`src/core/tct_pkg.sv`:
```
// package: constants for the thermal clock throttle
package tct_pkg;
   localparam int CLK_MHZ = 100;
   // longest clock-off time in ns, rounded down to cycles
   localparam int OFF_MAX_NS = 3000;
   localparam int OFF_MAX_CYC = (OFF_MAX_NS * CLK_MHZ) / 1000;
   // modulation period of eight slots; slot length fits the off limit
   localparam int SLOT_CYC = 32;
   localparam logic [7:0] SLOT_LAST = 8'h1f;
   // factory throttle duty: 4 of 8 slots on (50 percent)
   localparam logic [2:0] FACTORY_ON_SLOTS = 3'h4;
   // hysteresis hold time in ns and cycles
   localparam int HYST_NS = 20000;
   localparam int HYST_CYC = (HYST_NS * CLK_MHZ) / 1000;
   localparam int HYST_W = 12;
   // clock-modulation control register fields
   localparam int CMC_WIDTH = 64;
   localparam int CMC_EN_BIT = 4;
   localparam int CMC_DUTY_LSB = 1;
   localparam int CMC_DUTY_MSB = 3;
   localparam logic [63:0] CMC_RESET = 64'h0;
   // bits of the device's own configuration word beside the register
   localparam int CFG_HOT_IRQ_BIT = 0;
   localparam int CFG_COOL_IRQ_BIT = 1;
   typedef enum logic [1:0] {
      TCT_IDLE = 2'b00,
      TCT_HOT  = 2'b01,
      TCT_HYST = 2'b10
   } tct_state_t;
endpackage : tct_pkg

```
`src/core/tct_sync.sv`:
```
// two-flop synchroniser for an asynchronous level
`timescale 1ns/1ps
`default_nettype none
module tct_sync (
   input  wire logic sys_clk,
   input  wire logic rst_n,
   input  wire logic asyncIn,
   output logic      syncOut
);
   logic meta_q;
   always_ff @(posedge sys_clk or negedge rst_n) begin
      if (!rst_n) begin
         meta_q  <= 1'b1;
         syncOut <= 1'b1;
      end else begin
         meta_q  <= asyncIn;
         syncOut <= meta_q;
      end
   end
endmodule : tct_sync
`default_nettype wire

```
`src/core/tct_throttle.sv`:
```
// thermal clock throttle: trip detection, modulation and shutdown
// Summary of operation
// - monitor enabled and hot: throttle core clocks
// - thermal throttle uses fixed factory duty
// - no clock-off stretch beyond three microseconds
// - latch interrupts, service only when clock on
// - release only after cool and hysteresis expiry
// - trip threshold fixed, not software visible
// - control bit 4 starts software modulation
// - bits 3:1 set duty in eighths
// - factory duty overrides software duty when hot
// - die-hot output asserted at trip point
// - optional interrupt on die-hot edges
// - force input throttles, with monitor enabled, until platform releases
// - force input synchronised before use
// - force never asserts die-hot output
// - catastrophic heat drives shutdown output
// - shutdown independent of activity, no bus
`timescale 1ns/1ps
`default_nettype none
module tct_throttle (
   input  wire logic        sys_clk,
   input  wire logic        rst_n,
   input  wire logic        monitorEnable,
   input  wire logic        dieTripHot,
   input  wire logic        dieCatastrophic,
   input  wire logic        force_throttle_in_n,
   input  wire logic        cmcWrite,
   input  wire logic [63:0] cmcWdata,
   output logic      [63:0] cmcRdata,
   input  wire logic        cfgWrite,
   input  wire logic [1:0]  cfgWdata,
   input  wire logic        irqReqIn,
   input  wire logic        irqTaken,
   output logic             irqPending,
   output logic             irqServe,
   output logic             thermIrq,
   output logic             coreClkEn,
   output logic             throttleActive,
   output logic             die_hot_out_n,
   output logic             thermal_shutdown_out_n
);
   import tct_pkg::*;

   logic [63:0]     cmc_q;
   logic [1:0]      cfg_q;
   tct_state_t      state_q;
   tct_state_t      state_d;
   logic [HYST_W-1:0] hyst_q;
   logic [7:0]      slotCnt_q;
   logic [2:0]      slotIdx_q;
   logic            hot_q;
   logic            clkOn_q;
   logic            irqPend_q;
   logic            shut_q;
   logic            forceSync_n;
   logic            forceAct;
   logic            tccReq;
   logic            swMod;
   logic [2:0]      swDuty;
   logic [2:0]      onSlots;
   logic            modulate;
   logic            slotEnd;
   logic            slotOn;
   logic            hystDone;
   logic [HYST_W-1:0] coolRun_q;
   logic [8:0]      offRun_q;

   tct_sync u_force_sync (
      .sys_clk (sys_clk),
      .rst_n   (rst_n),
      .asyncIn (force_throttle_in_n),
      .syncOut (forceSync_n)
   );

   assign forceAct = ~forceSync_n;
   // trip point is an internal input only
   assign tccReq   = monitorEnable & (dieTripHot | forceAct);
   assign swMod    = cmc_q[CMC_EN_BIT];
   assign swDuty   = cmc_q[CMC_DUTY_MSB:CMC_DUTY_LSB];
   assign throttleActive = (state_q != TCT_IDLE);
   assign modulate = throttleActive | swMod;
   // factory duty wins when engaged
   // duty code zero is treated as one eighth so the core never halts
   assign onSlots  = throttleActive ? FACTORY_ON_SLOTS
                   : ((swDuty == 3'h0) ? 3'h1 : swDuty);
   assign slotEnd  = (slotCnt_q == SLOT_LAST);
   assign slotOn   = (slotIdx_q < onSlots);
   assign hystDone = (hyst_q == HYST_W'(HYST_CYC - 1));
   assign cmcRdata = cmc_q;

   always_ff @(posedge sys_clk or negedge rst_n) begin
      if (!rst_n) begin
         cmc_q <= CMC_RESET;
         cfg_q <= 2'h0;
      end else begin
         if (cmcWrite) cmc_q <= cmcWdata;
         if (cfgWrite) cfg_q <= cfgWdata;
      end
   end

   always_comb begin
      state_d = state_q;
      case (state_q)
         TCT_IDLE: if (tccReq) state_d = TCT_HOT;
         TCT_HOT:  if (!tccReq) state_d = TCT_HYST;
         TCT_HYST: begin
            if (tccReq) state_d = TCT_HOT;
            else if (hystDone) state_d = TCT_IDLE;
         end
         default:  state_d = TCT_IDLE;
      endcase
   end

   always_ff @(posedge sys_clk or negedge rst_n) begin
      if (!rst_n) begin
         state_q <= TCT_IDLE;
         hyst_q  <= '0;
      end else begin
         state_q <= state_d;
         if (state_q == TCT_HYST && state_d == TCT_HYST)
            hyst_q <= hyst_q + HYST_W'(1);
         else
            hyst_q <= '0;
      end
   end

   // slots short enough that off time stays under limit
   always_ff @(posedge sys_clk or negedge rst_n) begin
      if (!rst_n) begin
         slotCnt_q <= 8'h0;
         slotIdx_q <= 3'h0;
         clkOn_q   <= 1'b1;
      end else if (!modulate) begin
         slotCnt_q <= 8'h0;
         slotIdx_q <= 3'h0;
         clkOn_q   <= 1'b1;
      end else begin
         slotCnt_q <= slotEnd ? 8'h0 : slotCnt_q + 8'h1;
         if (slotEnd) slotIdx_q <= slotIdx_q + 3'h1;
         clkOn_q   <= slotOn;
      end
   end
   assign coreClkEn = clkOn_q;

   always_ff @(posedge sys_clk or negedge rst_n) begin
      if (!rst_n)
         offRun_q <= '0;
      else if (clkOn_q)
         offRun_q <= '0;
      else if (offRun_q != '1)
         offRun_q <= offRun_q + 9'h1;
   end

   always_ff @(posedge sys_clk or negedge rst_n) begin
      if (!rst_n)
         coolRun_q <= '0;
      else if (tccReq)
         coolRun_q <= '0;
      else if (coolRun_q != '1)
         coolRun_q <= coolRun_q + HYST_W'(1);
   end

   // latch requests, serve when clocks run
   always_ff @(posedge sys_clk or negedge rst_n) begin
      if (!rst_n)
         irqPend_q <= 1'b0;
      else if (irqReqIn)
         irqPend_q <= 1'b1;
      else if (irqTaken && clkOn_q)
         irqPend_q <= 1'b0;
   end
   assign irqPending = irqPend_q;
   assign irqServe   = irqPend_q & clkOn_q;

   // force is not part of die-hot
   // pure hardware path, no bus traffic
   always_ff @(posedge sys_clk or negedge rst_n) begin
      if (!rst_n) begin
         hot_q  <= 1'b0;
         shut_q <= 1'b0;
      end else begin
         hot_q  <= dieTripHot;
         if (dieCatastrophic) shut_q <= 1'b1;
      end
   end
   assign die_hot_out_n          = ~hot_q;
   assign thermal_shutdown_out_n = ~shut_q;

   always_ff @(posedge sys_clk or negedge rst_n) begin
      if (!rst_n)
         thermIrq <= 1'b0;
      else
         thermIrq <= (cfg_q[CFG_HOT_IRQ_BIT] & dieTripHot & ~hot_q)
                   | (cfg_q[CFG_COOL_IRQ_BIT] & ~dieTripHot & hot_q);
   end

   // trip with monitor on engages throttle
   property p_engage;
      @(posedge sys_clk) disable iff (!rst_n)
      (monitorEnable && dieTripHot) |=> throttleActive;
   endproperty
   a_engage: assert property (p_engage) else $error("no throttle");

   property p_factory;
      @(posedge sys_clk) disable iff (!rst_n)
      throttleActive |=> coreClkEn == ($past(slotIdx_q) < FACTORY_ON_SLOTS);
   endproperty
   a_factory: assert property (p_factory) else $error("duty");

   property p_offmax;
      @(posedge sys_clk) disable iff (!rst_n)
      $fell(coreClkEn) && throttleActive |-> ##[1:150] coreClkEn;
   endproperty
   a_offmax: assert property (p_offmax) else $error("off long");

   property p_serve;
      @(posedge sys_clk) disable iff (!rst_n)
      (irqPending && !coreClkEn) |=> irqPending;
   endproperty
   a_serve: assert property (p_serve) else $error("serve off");

   property p_hyst;
      @(posedge sys_clk) disable iff (!rst_n)
      (state_q == TCT_HOT && !tccReq) |=> throttleActive [*8];
   endproperty
   a_hyst: assert property (p_hyst) else $error("early drop");

   property p_hot;
      @(posedge sys_clk) disable iff (!rst_n)
      dieTripHot |=> !die_hot_out_n;
   endproperty
   a_hot: assert property (p_hot) else $error("die-hot");

   property p_force;
      @(posedge sys_clk) disable iff (!rst_n)
      (!dieTripHot) |=> die_hot_out_n;
   endproperty
   a_force: assert property (p_force) else $error("force hot");

   property p_shut;
      @(posedge sys_clk) disable iff (!rst_n)
      dieCatastrophic |=> !thermal_shutdown_out_n;
   endproperty
   a_shut: assert property (p_shut) else $error("no shutdown");

   property p_stick;
      @(posedge sys_clk) disable iff (!rst_n)
      !thermal_shutdown_out_n |=> !thermal_shutdown_out_n;
   endproperty
   a_stick: assert property (p_stick) else $error("released");

   property p_latch;
      @(posedge sys_clk) disable iff (!rst_n)
      irqReqIn |=> irqPending;
   endproperty
   a_latch: assert property (p_latch) else $error("irq lost");

   property p_hold;
      @(posedge sys_clk) disable iff (!rst_n)
      (irqPending && !irqTaken) |=> irqPending;
   endproperty
   a_hold: assert property (p_hold) else $error("irq dropped");

   property p_cool;
      @(posedge sys_clk) disable iff (!rst_n)
      $fell(throttleActive) |-> coolRun_q >= HYST_W'(HYST_CYC);
   endproperty
   a_cool: assert property (p_cool) else $error("short hysteresis");

   property p_monoff;
      @(posedge sys_clk) disable iff (!rst_n)
      (!monitorEnable && !throttleActive) |=> !throttleActive;
   endproperty
   a_monoff: assert property (p_monoff) else $error("monitor off");

   property p_idle;
      @(posedge sys_clk) disable iff (!rst_n)
      (!throttleActive && !cmcRdata[CMC_EN_BIT]) |=> coreClkEn;
   endproperty
   a_idle: assert property (p_idle) else $error("clock stopped");

   property p_reg;
      @(posedge sys_clk) disable iff (!rst_n)
      cmcWrite |=> cmcRdata == $past(cmcWdata);
   endproperty
   a_reg: assert property (p_reg) else $error("write lost");

   property p_offrun;
      @(posedge sys_clk) disable iff (!rst_n)
      throttleActive |-> offRun_q < 9'(OFF_MAX_CYC);
   endproperty
   a_offrun: assert property (p_offrun) else $error("off too long");

   // unsynchronised use would react one or two cycles early
   property p_sync;
      @(posedge sys_clk) disable iff (!rst_n)
      (!throttleActive && !dieTripHot && $past(force_throttle_in_n, 2))
         |=> !throttleActive;
   endproperty
   a_sync: assert property (p_sync) else $error("force early");

   property p_force_eng;
      @(posedge sys_clk) disable iff (!rst_n)
      (monitorEnable && !force_throttle_in_n)
         |-> ##3 (throttleActive || !$past(monitorEnable));
   endproperty
   a_force_eng: assert property (p_force_eng) else $error("no force");

   property p_irq_hot;
      @(posedge sys_clk) disable iff (!rst_n)
      ($fell(die_hot_out_n) && $past(cfg_q[CFG_HOT_IRQ_BIT])) |-> thermIrq;
   endproperty
   a_irq_hot: assert property (p_irq_hot) else $error("no hot irq");

   property p_irq_cool;
      @(posedge sys_clk) disable iff (!rst_n)
      ($rose(die_hot_out_n) && $past(cfg_q[CFG_COOL_IRQ_BIT])) |-> thermIrq;
   endproperty
   a_irq_cool: assert property (p_irq_cool) else $error("no cool irq");

   property p_irq_edge;
      @(posedge sys_clk) disable iff (!rst_n)
      thermIrq |-> $changed(die_hot_out_n);
   endproperty
   a_irq_edge: assert property (p_irq_edge) else $error("stray irq");

   property p_shut_src;
      @(posedge sys_clk) disable iff (!rst_n)
      $fell(thermal_shutdown_out_n) |-> $past(dieCatastrophic);
   endproperty
   a_shut_src: assert property (p_shut_src) else $error("stray shut");
endmodule : tct_throttle
`default_nettype wire

```
`config.mk`:
```
export PLATFORM = sky130hd
export DESIGN_NAME = tct_throttle
export DESIGN_NICKNAME = d
export VERILOG_FILES = /design/src/core/tct_pkg.sv /design/src/core/tct_sync.sv /design/src/core/tct_throttle.sv
export SDC_FILE = /design/constraint.sdc
export NUM_CORES = 1
export LEC_CHECK = 0
export BUFFER_PORTS_ARGS = -buffer_cell sky130_fd_sc_hd__buf_2
export CORE_MARGIN = 2
export CORE_UTILIZATION = 47
export DETAILED_ROUTE_END_ITERATION = 6
export GPL_TIMING_DRIVEN = 0
export PLACE_DENSITY = 0.77
export REMOVE_ABC_BUFFERS = 1
export SLEW_MARGIN = 20
export SYNTH_ARGS = -nofsm -noshare
export SYNTH_HDL_FRONTEND = slang
export SYNTH_SLANG_ARGS = --single-unit
```
`constraint.sdc`:
```
create_clock -name sys_clk -period 2.1 [get_ports sys_clk]
set_input_delay 0 -clock sys_clk [delete_from_list [all_inputs] [get_ports sys_clk]]
set_output_delay 0 -clock sys_clk [all_outputs]
set_load 0.005 [all_outputs]
```
* Yosys cells after proc, flatten, opt, wreduce, memory -nomap -nowiden
Index checks and enable logic that the tools add are counted.
** Storage, ports and cells
- Register bits :: 98
- Logic and storage cells :: 57
- Bits of input ports :: 76
- Output and inout bits :: 71
** Operators by class
- Add/subtract/negate cells :: 3
- Reduce and logical (&&, ||, !) cells :: 6
- Multiplexer cells :: 15
- Bitwise operators :: 13
- Equal/unequal tests :: 6
- Order comparisons :: 1
** Operators with widths (number)
- $mux 8 :: 2
- $add 12x1->12 const B :: 1
- $eq 12x11->1 const B :: 1
- $mux 12 :: 1
- $mux 3 :: 4
- $add 8x1->8 const B :: 1
- $eq 8x5->1 const B :: 1
- $mux 2 :: 4
- $and 1x1->1 :: 6
- $pmux 2 s3 :: 1
- $eq 2x2->1 const B :: 2
- $not 1->1 :: 4
- $reduce_bool 2->1 :: 2
- $add 3x1->3 const B :: 1
- $logic_not 3->1 :: 1
- $lt 3x3->1 :: 1
- $mux 1 :: 3
- $or 1x1->1 :: 3
- $eq 2x1->1 const B :: 1
- $logic_and 1x1->1 :: 2
- $logic_not 2->1 :: 1
- $ne 2x1->1 const B :: 1

* Longest topological paths before layout
Gate-level depths: netlist of run 1.
- Word-level depth :: 8
- Mapped depth :: 7
- Gate-level depth less buffers :: 7

* Cells and area by module
Synthesis of run 1 repeated with hierarchy kept, for this count alone.
** Second synthesis, totals
- Cell total of the unflattened synthesis :: 276
- Area total of the unflattened synthesis :: 3862.5 µm²
** By module, submodules not included
- tct_throttle :: instances 1, sequential area each 2403.6 µm², cells an instance 274, area an instance 3809.9 µm²
- tct_sync :: instances 1, sequential area each 52.6 µm², cells an instance 2, area an instance 52.6 µm²

* Least setup slack after synthesis of run 1
No wires, ideal clock.
- Path type :: reg-to-reg
- From :: register slotCnt_q[0]
- To :: register slotIdx_q[2]
- Data required time :: 2022 ps
- Arrival time :: 1617 ps
- Buffers on the path :: 0
- Clock period less this slack :: 1695 ps
- Path slack :: 405 ps
- Library setup time :: 78 ps
- Cell stages (with the launch flop) :: 5
- Path through :: dfrtp_1 -> ha_1 -> or4b_4 -> or4_1 -> a21oi_1
** On the way
- Longest elaborated chain between the ends :: 2
** RTL lines
- start: declaration :: line tct_throttle.sv:50 : logic [7:0] slotCnt_q;
- start signal: assignment :: line tct_throttle.sv:139 : slotCnt_q <= slotEnd ? 8'h0 : slotCnt_q + 8'h1;
- $eq 8x5->1 :: line tct_throttle.sv:87 : assign slotEnd = (slotCnt_q == SLOT_LAST);
- $ne 2x1->1 (no source line)
- end signal: assignment :: line tct_throttle.sv:140 : if (slotEnd) slotIdx_q <= slotIdx_q + 3'h1;
- end: declaration :: line tct_throttle.sv:51 : logic [2:0] slotIdx_q;
Every way passes these cells.
A chain may end at the register's enable or synchronous reset.

* Worst setup path in the final report of run 1
- From :: register slotCnt_q[0]
- To :: register slotIdx_q[1]
The elaborated chain is that of the path after synthesis.

==> impl_results.rst, run 1 <==
.. list-table::
   :header-rows: 1

   * - Metric
     - Value
   * - Flip-flop and latch count after synthesis
     - roughly 100
   * - Worst hold-check path type
     - primary input to asynchronous set/reset pin
   * - Vias/cell
     - roughly 5
   * - Synthesized area per cell
     - 13.8 um^2
   * - Floorplan Core Area
     - 8180 um^2
   * - Leakage
     - roughly 2.6 nW
   * - PnR Total Power
     - a little over 4 mW
   * - Leading cell types in the layout, fill and taps excluded
     - sky130_fd_sc_hd__buf_2 (144), sky130_fd_sc_hd__dfrtp_1 (95), sky130_fd_sc_hd__dlygate4sd3_1 (75), sky130_fd_sc_hd__mux2_2 (66)
   * - Nets
     - roughly 590
   * - Die outline width
     - ~95 um
   * - Sequential power share
     - between 50 and 60%
   * - DRC Markers
     - 0
   * - Vias in the first global route
     - between 3000 and 4000
   * - Floorplan die height
     - 95.4 um
   * - Number of flops mapped to enable cells by yosys
     - 0
   * - Sequential-to-total area share from yosys stat
     - approximately 63%
   * - Fraction of power spent switching nets
     - 25.4%
   * - Clk sinks
     - a little under 100
   * - Post-synthesis instance total
     - between 200 and 300
   * - Endpoints failing setup
     - 0
   * - Maximum clock skew at final layout
     - 0.00670 ns
   * - Number of DRC markers in iteration 0
     - 81
   * - Count of boundary I/O pins
     - 147
   * - Combinational cell fraction of total power
     - between 15 and 20%
   * - Remaining global-route overflow
     - 0
   * - Maximum Capacitance Violations
     - 0
   * - Setup repair bufs after CTS
     - 0
   * - IR Drop Worst-Case VDD
     - 0.570 mV
   * - Element type at the critical path start
     - register
   * - Initial cell density of the core
     - about half
   * - Number of fill cells
     - roughly 570
   * - Total routing usage reported by global routing
     - between 20% and 30%
   * - Wire per inst
     - 15.9 um
   * - Min cycle time layout
     - roughly 1.8 ns
   * - Summed instance area of the synthesized netlist
     - approximately 3900 um^2
   * - Setup crit start
     - slotCnt_q[0]$_DFF_PN0_
   * - Setup repair after global routing missed its margin
     - false
   * - Number of pins exceeding their max-slew limit in the final report
     - 0
   * - # port buffers
     - about 150
   * - Maximum number of pins on one net before global-route repair
     - between 60 and 70
   * - Clock buffer depth
     - 2
   * - Power per cell area
     - a little over 700 nW/um^2
   * - Beginning of the worst register-to-register path
     - slotCnt_q[0]$_DFF_PN0_
   * - Pre-Repair DR Iteration Count
     - 4
   * - Fraction of layout instances using a drive strength above 1
     - between 40% and 50%
   * - Final number of hold-violating endpoints
     - 0
   * - GPL Wtd Cong
     - about 0.75
   * - Number of distinct library cells after synthesis
     - 33
   * - Required time reported for the critical path endpoint
     - 2.37 ns
   * - Async SR Flop Fraction
     - 100%
   * - Class of the most critical setup path
     - register to register
   * - Via Count
     - 3104
   * - Power share of the clock group
     - about 29%
   * - Site Rows
     - 33
   * - Total of warnings raised by yosys
     - 0
   * - Status
     - completed
   * - Achievable Freq
     - about 0.55 GHz
   * - CTS Root Buffer Type
     - sky130_fd_sc_hd__clkbuf_8
   * - Min Hold Slack
     - 0.0891 ns
   * - Clk_lat worst skew
     - 0.35 ns
   * - Number of CTS-inserted buffers
     - 9
   * - Dominant delay contributor by cell family on the critical path
     - simple AND/OR/NAND/NOR gates
   * - Die Footprint
     - between 9000 and 10000 um^2
   * - Primary FF master, synth
     - sky130_fd_sc_hd__dfrtp_1
   * - Final period util
     - ~87%
   * - Layout Area Growth over Synthesis
     - 45.8%
   * - TritonCTS clock tree
     - yes
   * - Most common cell after layout, fill and taps aside
     - sky130_fd_sc_hd__buf_2
   * - Number of antenna violations at the first check in global routing
     - 0
   * - Fin Setup TNS
     - 0 ns
   * - Worst relative slew slack
     - between 40% and 50%
   * - Crit path capture type
     - register
   * - Antenna viol nets, final
     - 0
   * - Clock Pin Slew Worst Setup and Hold Paths
     - 0.09 ns
   * - Number of logic stages on the critical path including buffering
     - 4
   * - Total wire length
     - 9810 um
   * - Global-route wire length before repair
     - between 15000 and 20000 um
   * - Critical Path AT
     - 2.10 ns
   * - Count of inserted antenna diode cells
     - 0
   * - Crit Path Max Fanout
     - 7
   * - Power spent charging and discharging nets
     - between 1 and 1.5 mW
   * - Depth of the most critical reg-to-reg path
     - 4
   * - Cell with the largest stage delay on the worst path
     - sky130_fd_sc_hd__or4b_4
   * - Worst Tran Pin Value
     - a little over 0.8 ns
   * - Number of buffer and inverter instances along the worst setup path
     - 0
   * - Delay of the slowest cell on the worst path
     - 0.53 ns
   * - CP Cell Sequence
     - ha_1 > or4b_4 > or3_2 > a21oi_1
   * - Cell-internal power
     - about 3.0 mW
   * - Placed wire-length estimate
     - around 6000 um
   * - Number of levels in the clock H-tree
     - 3
-- worst paths after layout --
| path | end | slack, ns |
|---|---|---|
| hold reg to reg | u_force_sync.syncOut$_DFF_PN1_ | 0.36 |
| max in group asynchronous | u_force_sync.meta_q$_DFF_PN1_ | 1.39 |
| hold / removal | thermIrq$_DFF_PN0_ | 0.09 |
| setup reg to reg | slotIdx_q[1]$_DFFE_PN0P_ | 0.28 |
| setup / recovery | slotIdx_q[1]$_DFFE_PN0P_ | 0.28 |
| min in group sys_clk | u_force_sync.meta_q$_DFF_PN1_ | 0.31 |
-- final cells by class --
cell class                      instances  area (um^2)  area share (%)
Sequential cell                        98         2460            42.9
Timing Repair Buffer                  222         1520            26.5
Multi-Input combinational cell        167         1400            24.5
Clock buffer                           12          135            2.36
Tap cell                              105          131            2.29
Clock inverter                          4         51.3           0.896
Inverter                                9         33.8           0.590
-- cells by family after synthesis --
family | after synthesis | synth area share, %
adders and majority gates | 5 | 1.59
AOI/OAI and AO/OA | 34 | 5.64
DFF | 98 | 62.5
muxes | 66 | 18.9
buffers and inverters | 19 | 2.04
and+or+nand+nor | 56 | 7.96
xor gates and xnor gates | 6 | 1.34
-- layer usage --
metal / vias up / wire, um / track usage (%)
met1: 1529 / 3660 / 23.7
met4: 0 / 161 / 7.26
li1: 1460 / - / -
met5: - / 0 / 0
met3: 16 / 464 / 5.14
met2: 99 / 5520 / 40.7
-- through the flow --
stage	cell area (um^2)	setup slack [ns]	util (%)	instances
after CTS	5720	0.0118	70.0	617
after global placement	4740	0.0804	58.0	525
after global routing	5730	0.186	70.1	617
after floorplan	3880	0.402	-	274
after detailed placement	4790	0.0331	58.5	526
final	5730	0.275	70.1	617
-- repair_timing --
item                                    CTS  global route
hold endpoints to repair                169             0
gates resized for setup                   0             0
endpoints found under the setup margin    0             0
hold buffers                             75             0
-- sequential cells by signal, indices dropped and copies added (netlist names) --
signal	flops
u_force_sync.meta_q	1
coreClkEn	1
hyst_q	12
u_force_sync.syncOut	1
cfg_q	2
hot_q	1
state_q	2
shut_q	1
cmcRdata	64
slotIdx_q	3
irqPending	1
slotCnt_q	8
thermIrq	1
-- cell usage after synthesis, drive strengths merged, types with 2 or more instances --
cell type	n	area [um^2]
dfrtp	95	2380
mux2	66	743
inv	9	33.8
o21ai	9	45.0
or3	9	58.8
nand3	8	40.0
nor2	8	30.0
a211oi	7	52.6
a21oi	7	35.0
buf	7	35.0
nand2	7	26.3
nor3	7	35.0
o31ai	6	45.0
ha	5	62.6
or4	5	37.5
nand4	4	25.0
clkbuf	3	11.3
dfstp	3	78.8
xnor2	3	26.3
xor2	3	26.3
nor2b	2	12.5
-- power groups by stage --
stage,logic [mW],registers (mW),clock network [mW]
finish,0.710,2.18,1.17
global route,0.780,2.21,1.29
CTS,0.704,2.18,1.21
detailed placement,0.589,2.21,0
global placement,0.561,2.20,0
floorplan,0.251,2.22,0
Power figures use the tool's default switching activity.
==> run 2, diff against run 1 <==
CTS_BUF_LIST = sky130_fd_sc_hd__clkbuf_8   (was not set)
SETUP_SLACK_MARGIN = 0.15   (was not set)
==> impl_results.rst, run 2 (synthesis gave the netlist of run 1 again) <==
.. list-table::
   :header-rows: 1

   * - Metric
     - Value
   * - Element type at the critical path start
     - register
   * - Power share of the clock group
     - 28.6% (-0.3 points)
   * - Vias in the first global route
     - 3298 (unchanged)
   * - Power spent charging and discharging nets
     - 1.03 mW (about the same)
   * - Nets
     - 588 (unchanged)
   * - Total routing usage reported by global routing
     - 21.7% (+0.034 points)
   * - Floorplan die height
     - 95.4 um (unchanged)
   * - Number of DRC markers in iteration 0
     - 81 (unchanged)
   * - Vias/cell
     - 5.05 (+0.29%)
   * - Clock buffer depth
     - 2 (unchanged)
   * - Global-route wire length before repair
     - 15000 um (about the same)
   * - Total wire length
     - 9810 um (about the same)
   * - Worst hold-check path type
     - primary input to asynchronous set/reset pin
   * - Pre-Repair DR Iteration Count
     - 4 (unchanged)
   * - Final period util
     - 86.9% (about the same)
   * - Count of boundary I/O pins
     - 147 (unchanged)
   * - Fraction of layout instances using a drive strength above 1
     - 46.1% (unchanged)
   * - Leakage
     - 2.65 nW (+0.47%)
   * - DRC Markers
     - 0 (unchanged)
   * - Initial cell density of the core
     - 48.1% (unchanged)
   * - Count of inserted antenna diode cells
     - 0 (unchanged)
   * - # port buffers
     - 146 (unchanged)
   * - Maximum Capacitance Violations
     - 0 (unchanged)
   * - Die Footprint
     - 9110 um^2 (unchanged)
   * - Remaining global-route overflow
     - 0 (unchanged)
   * - IR Drop Worst-Case VDD
     - 0.570 mV (about the same)
   * - Layout Area Growth over Synthesis
     - 45.8% (unchanged)
   * - TritonCTS clock tree
     - yes
   * - Achievable Freq
     - 0.548 GHz (about the same)
   * - Most common cell after layout, fill and taps aside
     - sky130_fd_sc_hd__buf_2
   * - Leading cell types in the layout, fill and taps excluded
     - sky130_fd_sc_hd__buf_2 (144), sky130_fd_sc_hd__dfrtp_1 (95), sky130_fd_sc_hd__dlygate4sd3_1 (75), sky130_fd_sc_hd__mux2_2 (66), sky130_fd_sc_hd__inv_1 (12)
   * - Worst Tran Pin Value
     - 0.822 ns (+0.000340 ns)
   * - Area occupied by multi-input gates
     - 1400 um^2 (unchanged)
   * - Sequential power share
     - 53.9% (+0.2 points)
   * - Crit Path Max Fanout
     - 7 (unchanged)
   * - Fraction of power spent switching nets
     - 25.5% (+0.10 points)
   * - Area after DPL
     - 4790 um^2 (unchanged)
   * - Site Rows
     - 33 (unchanged)
   * - Die outline width
     - 95.4 um (unchanged)
   * - Fin Setup TNS
     - 0 ns (unchanged)
   * - Maximum number of pins on one net before global-route repair
     - 67 (unchanged)
   * - Number of pins exceeding their max-slew limit in the final report
     - 0 (unchanged)
   * - Clock Pin Slew Worst Setup and Hold Paths
     - 0.09 ns (about the same)
   * - Placed wire-length estimate
     - 5870 um (unchanged)
   * - Endpoints failing setup
     - 0 (unchanged)
   * - Critical Path AT
     - 2.10 ns (about the same)
   * - Setup repair after global routing missed its margin
     - false
   * - Min cycle time layout
     - 1.82 ns (-0.000742 ns)
   * - Register area
     - 2460 um^2 (unchanged)
   * - Maximum clock skew at final layout
     - 0.00670 ns (-0.000000170 ns)
   * - Required time reported for the critical path endpoint
     - 2.38 ns (about the same)
   * - Combinational cell fraction of total power
     - 17.5% (about the same)
   * - Antenna viol nets, final
     - 0 (unchanged)
   * - Floorplan Core Area
     - 8180 um^2 (unchanged)
   * - CTS Root Buffer Type
     - sky130_fd_sc_hd__clkbuf_8
   * - Clk sinks
     - 98 (unchanged)
   * - Number of flip-flops under the largest register name
     - 64 (unchanged)
   * - Via Count
     - 3113 (+0.29%)
   * - Worst relative slew slack
     - 45.2% (about the same)
   * - Status
     - completed
   * - Number of antenna violations at the first check in global routing
     - 0 (unchanged)
   * - Cell-internal power
     - 3.02 mW (-0.48%)
   * - GPL Wtd Cong
     - 0.753 (unchanged)
   * - Class of the most critical setup path
     - register to register
   * - Wire per inst
     - 15.9 um (about the same)
   * - Min Hold Slack
     - 0.0884 ns (-0.000614 ns)
   * - Number of levels in the clock H-tree
     - 3 (unchanged)
   * - Summed area of non-filler cells in the final layout
     - 5730 um^2 (unchanged)
   * - Final number of hold-violating endpoints
     - 0 (unchanged)
   * - Crit path capture type
     - register
   * - Number of fill cells
     - 572 (unchanged)
   * - Power per cell area
     - 708 nW/um^2 (-0.34%)
   * - Clk_lat worst skew
     - 0.35 ns (about the same)
   * - Number of CTS-inserted buffers
     - 9 (unchanged)
-- run 2: changes by cell type in the layout (fill, tap and decap cells not counted), sizes merged --
cell / change
inv: +3
clkbuf: -3
-- run 2: per-stage QoR --
stage | utilization, % | cells | power (mW) | setup slack (ns)
CTS | 70.1 | 617 | 4.08 | 0.267
finish | 70.1 | 617 | 4.05 | 0.276
detailed placement | 58.5 | 526 | 2.80 | 0.0331
global placement | 58.0 | 525 | 2.76 | 0.0804
global route | 70.1 | 617 | 4.26 | 0.185
floorplan | - | 274 | 2.47 | 0.402
-- run 2: metal layers --
layer,wire length [um],vias to the layer above,global-route usage [%]
met3,485,18,5.14
met1,3640,1531,23.7
met5,0,-,0
li1,-,1463,-
met4,176,0,7.26
met2,5510,101,40.8
-- run 2: final cells by class --
type                    count  area share (%)
clock buffers               9            2.16
clock inverters             7            1.09
inverters                   9           0.590
flip-flops and latches     98            42.9
multi-input cells         167            24.5
repair buffers            222            26.5
well taps                 105            2.29
-- run 2: critical path, cell delays in order, from the launching register on --
cell and delay [ns]:
sky130_fd_sc_hd__dfrtp_1 0.41, sky130_fd_sc_hd__ha_1 0.25, sky130_fd_sc_hd__or4b_4 0.53, sky130_fd_sc_hd__or3_2 0.42, sky130_fd_sc_hd__a21oi_1 0.14
-- run 2: power by group through the flow --
stage / logic, mW / registers [mW] / clock network (mW)
2_1_floorplan: 0.251 / 2.22 / 0
3_3_place_gp: 0.561 / 2.20 / 0
5_1_grt: 0.780 / 2.21 / 1.27
3_5_place_dp: 0.589 / 2.21 / 0
4_1_cts: 0.704 / 2.18 / 1.20
6_report: 0.710 / 2.18 / 1.16
-- run 2: what timing repair did --
item | 4_1_cts | 5_1_grt
buffers inserted | 0 | 0
endpoints found under the setup margin | 11 | 0
hold endpoints to repair | 169 | 0
resized for setup | 1 | 0
hold buffers | 75 | 0
-- run 2: worst paths after layout --
| path | startpoint | to | slack [ns] | cells after the start |
|---|---|---|---|---|
| max in group asynchronous | rst_n | u_force_sync.meta_q$_DFF_PN1_ | 1.39 | 3 |
| setup / recovery | slotCnt_q[0]$_DFF_PN0_ | slotIdx_q[1]$_DFFE_PN0P_ | 0.28 | 4 |
| min in group sys_clk | force_throttle_in_n | u_force_sync.meta_q$_DFF_PN1_ | 0.31 | 2 |
| setup reg to reg | slotCnt_q[0]$_DFF_PN0_ | slotIdx_q[1]$_DFFE_PN0P_ | 0.28 | 4 |
| hold / removal | rst_n | thermIrq$_DFF_PN0_ | 0.09 | 2 |
| hold reg to reg | u_force_sync.meta_q$_DFF_PN1_ | u_force_sync.syncOut$_DFF_PN1_ | 0.36 | 0 |
==> run 3, diff against run 2 <==
--- a/config.mk
+++ b/config.mk
@@ -12,4 +12,5 @@
 export DETAILED_ROUTE_END_ITERATION = 6
 export GPL_TIMING_DRIVEN = 0
+export MAX_ROUTING_LAYER = met4
 export PLACE_DENSITY = 0.77
 export REMOVE_ABC_BUFFERS = 1
==> constraint.sdc (replaced) <==
create_clock -name sys_clk -period 2.1 [get_ports sys_clk]
set_input_delay 0 -clock sys_clk [delete_from_list [all_inputs] [get_ports sys_clk]]
set_output_delay 0 -clock sys_clk [all_outputs]
set_load 0.1 [all_outputs]
==> impl_results.rst, run 3 (synthesis gave the netlist of run 1 again) <==
.. list-table::
   :header-rows: 1

   * - Metric
     - Value
   * - Status
     - completed
   * - Leakage
     - 2.65 nW (unchanged)
   * - Maximum Capacitance Violations
     - 0 (unchanged)
   * - Global-route wire length before repair
     - 15000 um (-0.14%)
   * - Total placed cells including tap cells
     - 526 (unchanged)
   * - Area after DPL
     - 4790 um^2 (unchanged)
   * - Die outline width
     - 95.4 um (unchanged)
   * - TritonCTS clock tree
     - yes
   * - Delay of the slowest cell on the worst path
     - 0.53 ns (about the same)
   * - Clk sinks
     - 98 (unchanged)
   * - Fraction of layout instances using a drive strength above 1
     - 46.1% (unchanged)
   * - Power per cell area
     - 887 nW/um^2 (+25%)
   * - Leading cell types in the layout, fill and taps excluded
     - sky130_fd_sc_hd__buf_2 (144), sky130_fd_sc_hd__dfrtp_1 (95), sky130_fd_sc_hd__dlygate4sd3_1 (75), sky130_fd_sc_hd__mux2_2 (66), sky130_fd_sc_hd__inv_1 (12)
   * - Worst path setup slack after routing
     - 0.272 ns (-0.00413 ns)
   * - Element type at the critical path start
     - register
   * - Remaining global-route overflow
     - 0 (unchanged)
   * - # port buffers
     - 146 (unchanged)
   * - Number of CTS-inserted buffers
     - 9 (unchanged)
   * - Class of the most critical setup path
     - register to register
   * - Maximum number of pins on one net before global-route repair
     - 67 (unchanged)
   * - Number of levels in the clock H-tree
     - 3 (unchanged)
   * - Worst relative slew slack
     - 45.0% (-0.17 points)
   * - Clock buffer depth
     - 2 (unchanged)
   * - Crit Path Max Fanout
     - 7 (unchanged)
   * - Summed area of non-filler cells in the final layout
     - 5730 um^2 (unchanged)
   * - PnR Total Power
     - 5.08 mW (+25%)
   * - Endpoints failing setup
     - 0 (unchanged)
   * - Via Count
     - 3102 (-0.35%)
   * - Cell with the largest stage delay on the worst path
     - sky130_fd_sc_hd__or4b_4
   * - Required time reported for the critical path endpoint
     - 2.38 ns (about the same)
   * - Number of DRC markers in iteration 0
     - 74 (-8.6%)
   * - Maximum clock skew at final layout
     - 0.00726 ns (+0.000560 ns)
   * - Setup repair after global routing missed its margin
     - false
   * - IR Drop Worst-Case VDD
     - 0.687 mV (+20%)
   * - Min cycle time layout
     - 1.83 ns (+0.00413 ns)
   * - Floorplan die height
     - 95.4 um (unchanged)
   * - Clk_lat worst skew
     - 0.35 ns (about the same)
   * - GPL Wtd Cong
     - 0.762 (+1.3%)
   * - Pre-Repair DR Iteration Count
     - 4 (unchanged)
   * - Most common cell after layout, fill and taps aside
     - sky130_fd_sc_hd__buf_2
   * - Worst Tran Pin Value
     - 0.825 ns (+0.00262 ns)
   * - Number of pins exceeding their max-slew limit in the final report
     - 0 (unchanged)
   * - Count of inserted antenna diode cells
     - 0 (unchanged)
   * - Total wire length
     - 9830 um (+0.13%)
   * - Vias in the first global route
     - 3289 (-0.27%)
   * - Die Footprint
     - 9110 um^2 (unchanged)
   * - Initial cell density of the core
     - 48.1% (unchanged)
   * - Layout Area Growth over Synthesis
     - 45.8% (unchanged)
   * - Count of boundary I/O pins
     - 147 (unchanged)
   * - Crit path capture type
     - register
   * - Vias/cell
     - 5.03 (-0.35%)
   * - Number of antenna violations at the first check in global routing
     - 0 (unchanged)
   * - Final number of hold-violating endpoints
     - 0 (unchanged)
   * - DRC Markers
     - 0 (unchanged)
   * - Reg2Reg Setup Slack
     - 0.27 ns (about the same)
   * - CTS Root Buffer Type
     - sky130_fd_sc_hd__clkbuf_8
   * - Wire per inst
     - 15.9 um (+0.13%)
   * - Final period util
     - 87.1% (+0.20 points)
   * - Total routing usage reported by global routing
     - 22.3% (+0.60 points)
   * - Number of flip-flops under the largest register name
     - 64 (unchanged)
   * - Antenna viol nets, final
     - 0 (unchanged)
   * - Critical Path AT
     - 2.11 ns (about the same)
   * - Clock Pin Slew Worst Setup and Hold Paths
     - 0.09 ns (about the same)
   * - Site Rows
     - 33 (unchanged)
   * - Floorplan Core Area
     - 8180 um^2 (unchanged)
   * - Worst hold-check path type
     - primary input to asynchronous set/reset pin
   * - Setup repair bufs after CTS
     - 0 (unchanged)
   * - Pre-CTS worst setup slack
     - 0.0331 ns (unchanged)
   * - Placed wire-length estimate
     - 5870 um (unchanged)
   * - Non-filler cells, final
     - 617 (unchanged)
   * - CP Cell Sequence
     - ha_1 > or4b_4 > or3_2 > a21oi_1
   * - Fin Setup TNS
     - 0 ns (unchanged)
   * - Number of fill cells
     - 572 (unchanged)
   * - Achievable Freq
     - 0.547 GHz (-0.23%)
   * - Nets
     - 588 (unchanged)
## run 3: cell counts in the layout (fill, tap and decap cells not counted)
Identical to the previous run, type by type.
## run 3: report_power, final
group / internal (mW) / switching (mW) / leakage [nW]
Sequential: 2.06 / 0.120 / 1.19
Combinational: 0.420 / 1.31 / 1.36
Clock: 0.541 / 0.623 / 0.103
## run 3: worst paths after layout
check                                               from                             end  cells past startpoint
max in group asynchronous                          rst_n   u_force_sync.meta_q$_DFF_PN1_                      3
hold / removal                                     rst_n              thermIrq$_DFF_PN0_                      2
min in group sys_clk                 force_throttle_in_n   u_force_sync.meta_q$_DFF_PN1_                      2
hold reg to reg            u_force_sync.meta_q$_DFF_PN1_  u_force_sync.syncOut$_DFF_PN1_                      0
setup reg to reg                  slotCnt_q[0]$_DFF_PN0_        slotIdx_q[1]$_DFFE_PN0P_                      4
setup / recovery                  slotCnt_q[0]$_DFF_PN0_        slotIdx_q[1]$_DFFE_PN0P_                      4
## run 3: repair_timing
action                                  4_1_cts  5_1_grt
endpoints found under the hold margin       169        0
resized for setup                             1        0
hold buffers                                 75        0
endpoints found under the setup margin       11        0
## run 3: metrics by stage
step / hold slack (ns) / utilization (%)
floorplan: -0.296 / -
global placement: 0.109 / 58.0
detailed placement: -0.0890 / 58.5
CTS: 0.0840 / 70.1
global route: 0.0998 / 70.1
finish: 0.0858 / 70.1
## run 3: final cells by class
type	count	area [um^2]	share of cell area (%)
sequential	98	2460	42.9
timing repair buffer	222	1520	26.5
inverter	9	33.8	0.590
clock inverter	7	62.6	1.09
tap	105	131	2.29
multi-input combinational	167	1400	24.5
clock buffer	9	124	2.16
## run 3: critical path: cells and delay by family (launching register included)
family	cells	cell delay [ns]
and+or+nand+nor	2	0.95
DFF	1	0.41
adders and majority gates	1	0.25
AOI/OAI and AO/OA	1	0.15
## run 3: metal layers
layer  track usage, %  routed length (um)  up-vias
li1                 -                   -     1466
met1             24.2                3720     1518
met2             40.7                5490       99
met3             4.19                 434       19
met5                -                   0        -
met4             7.62                 188        0
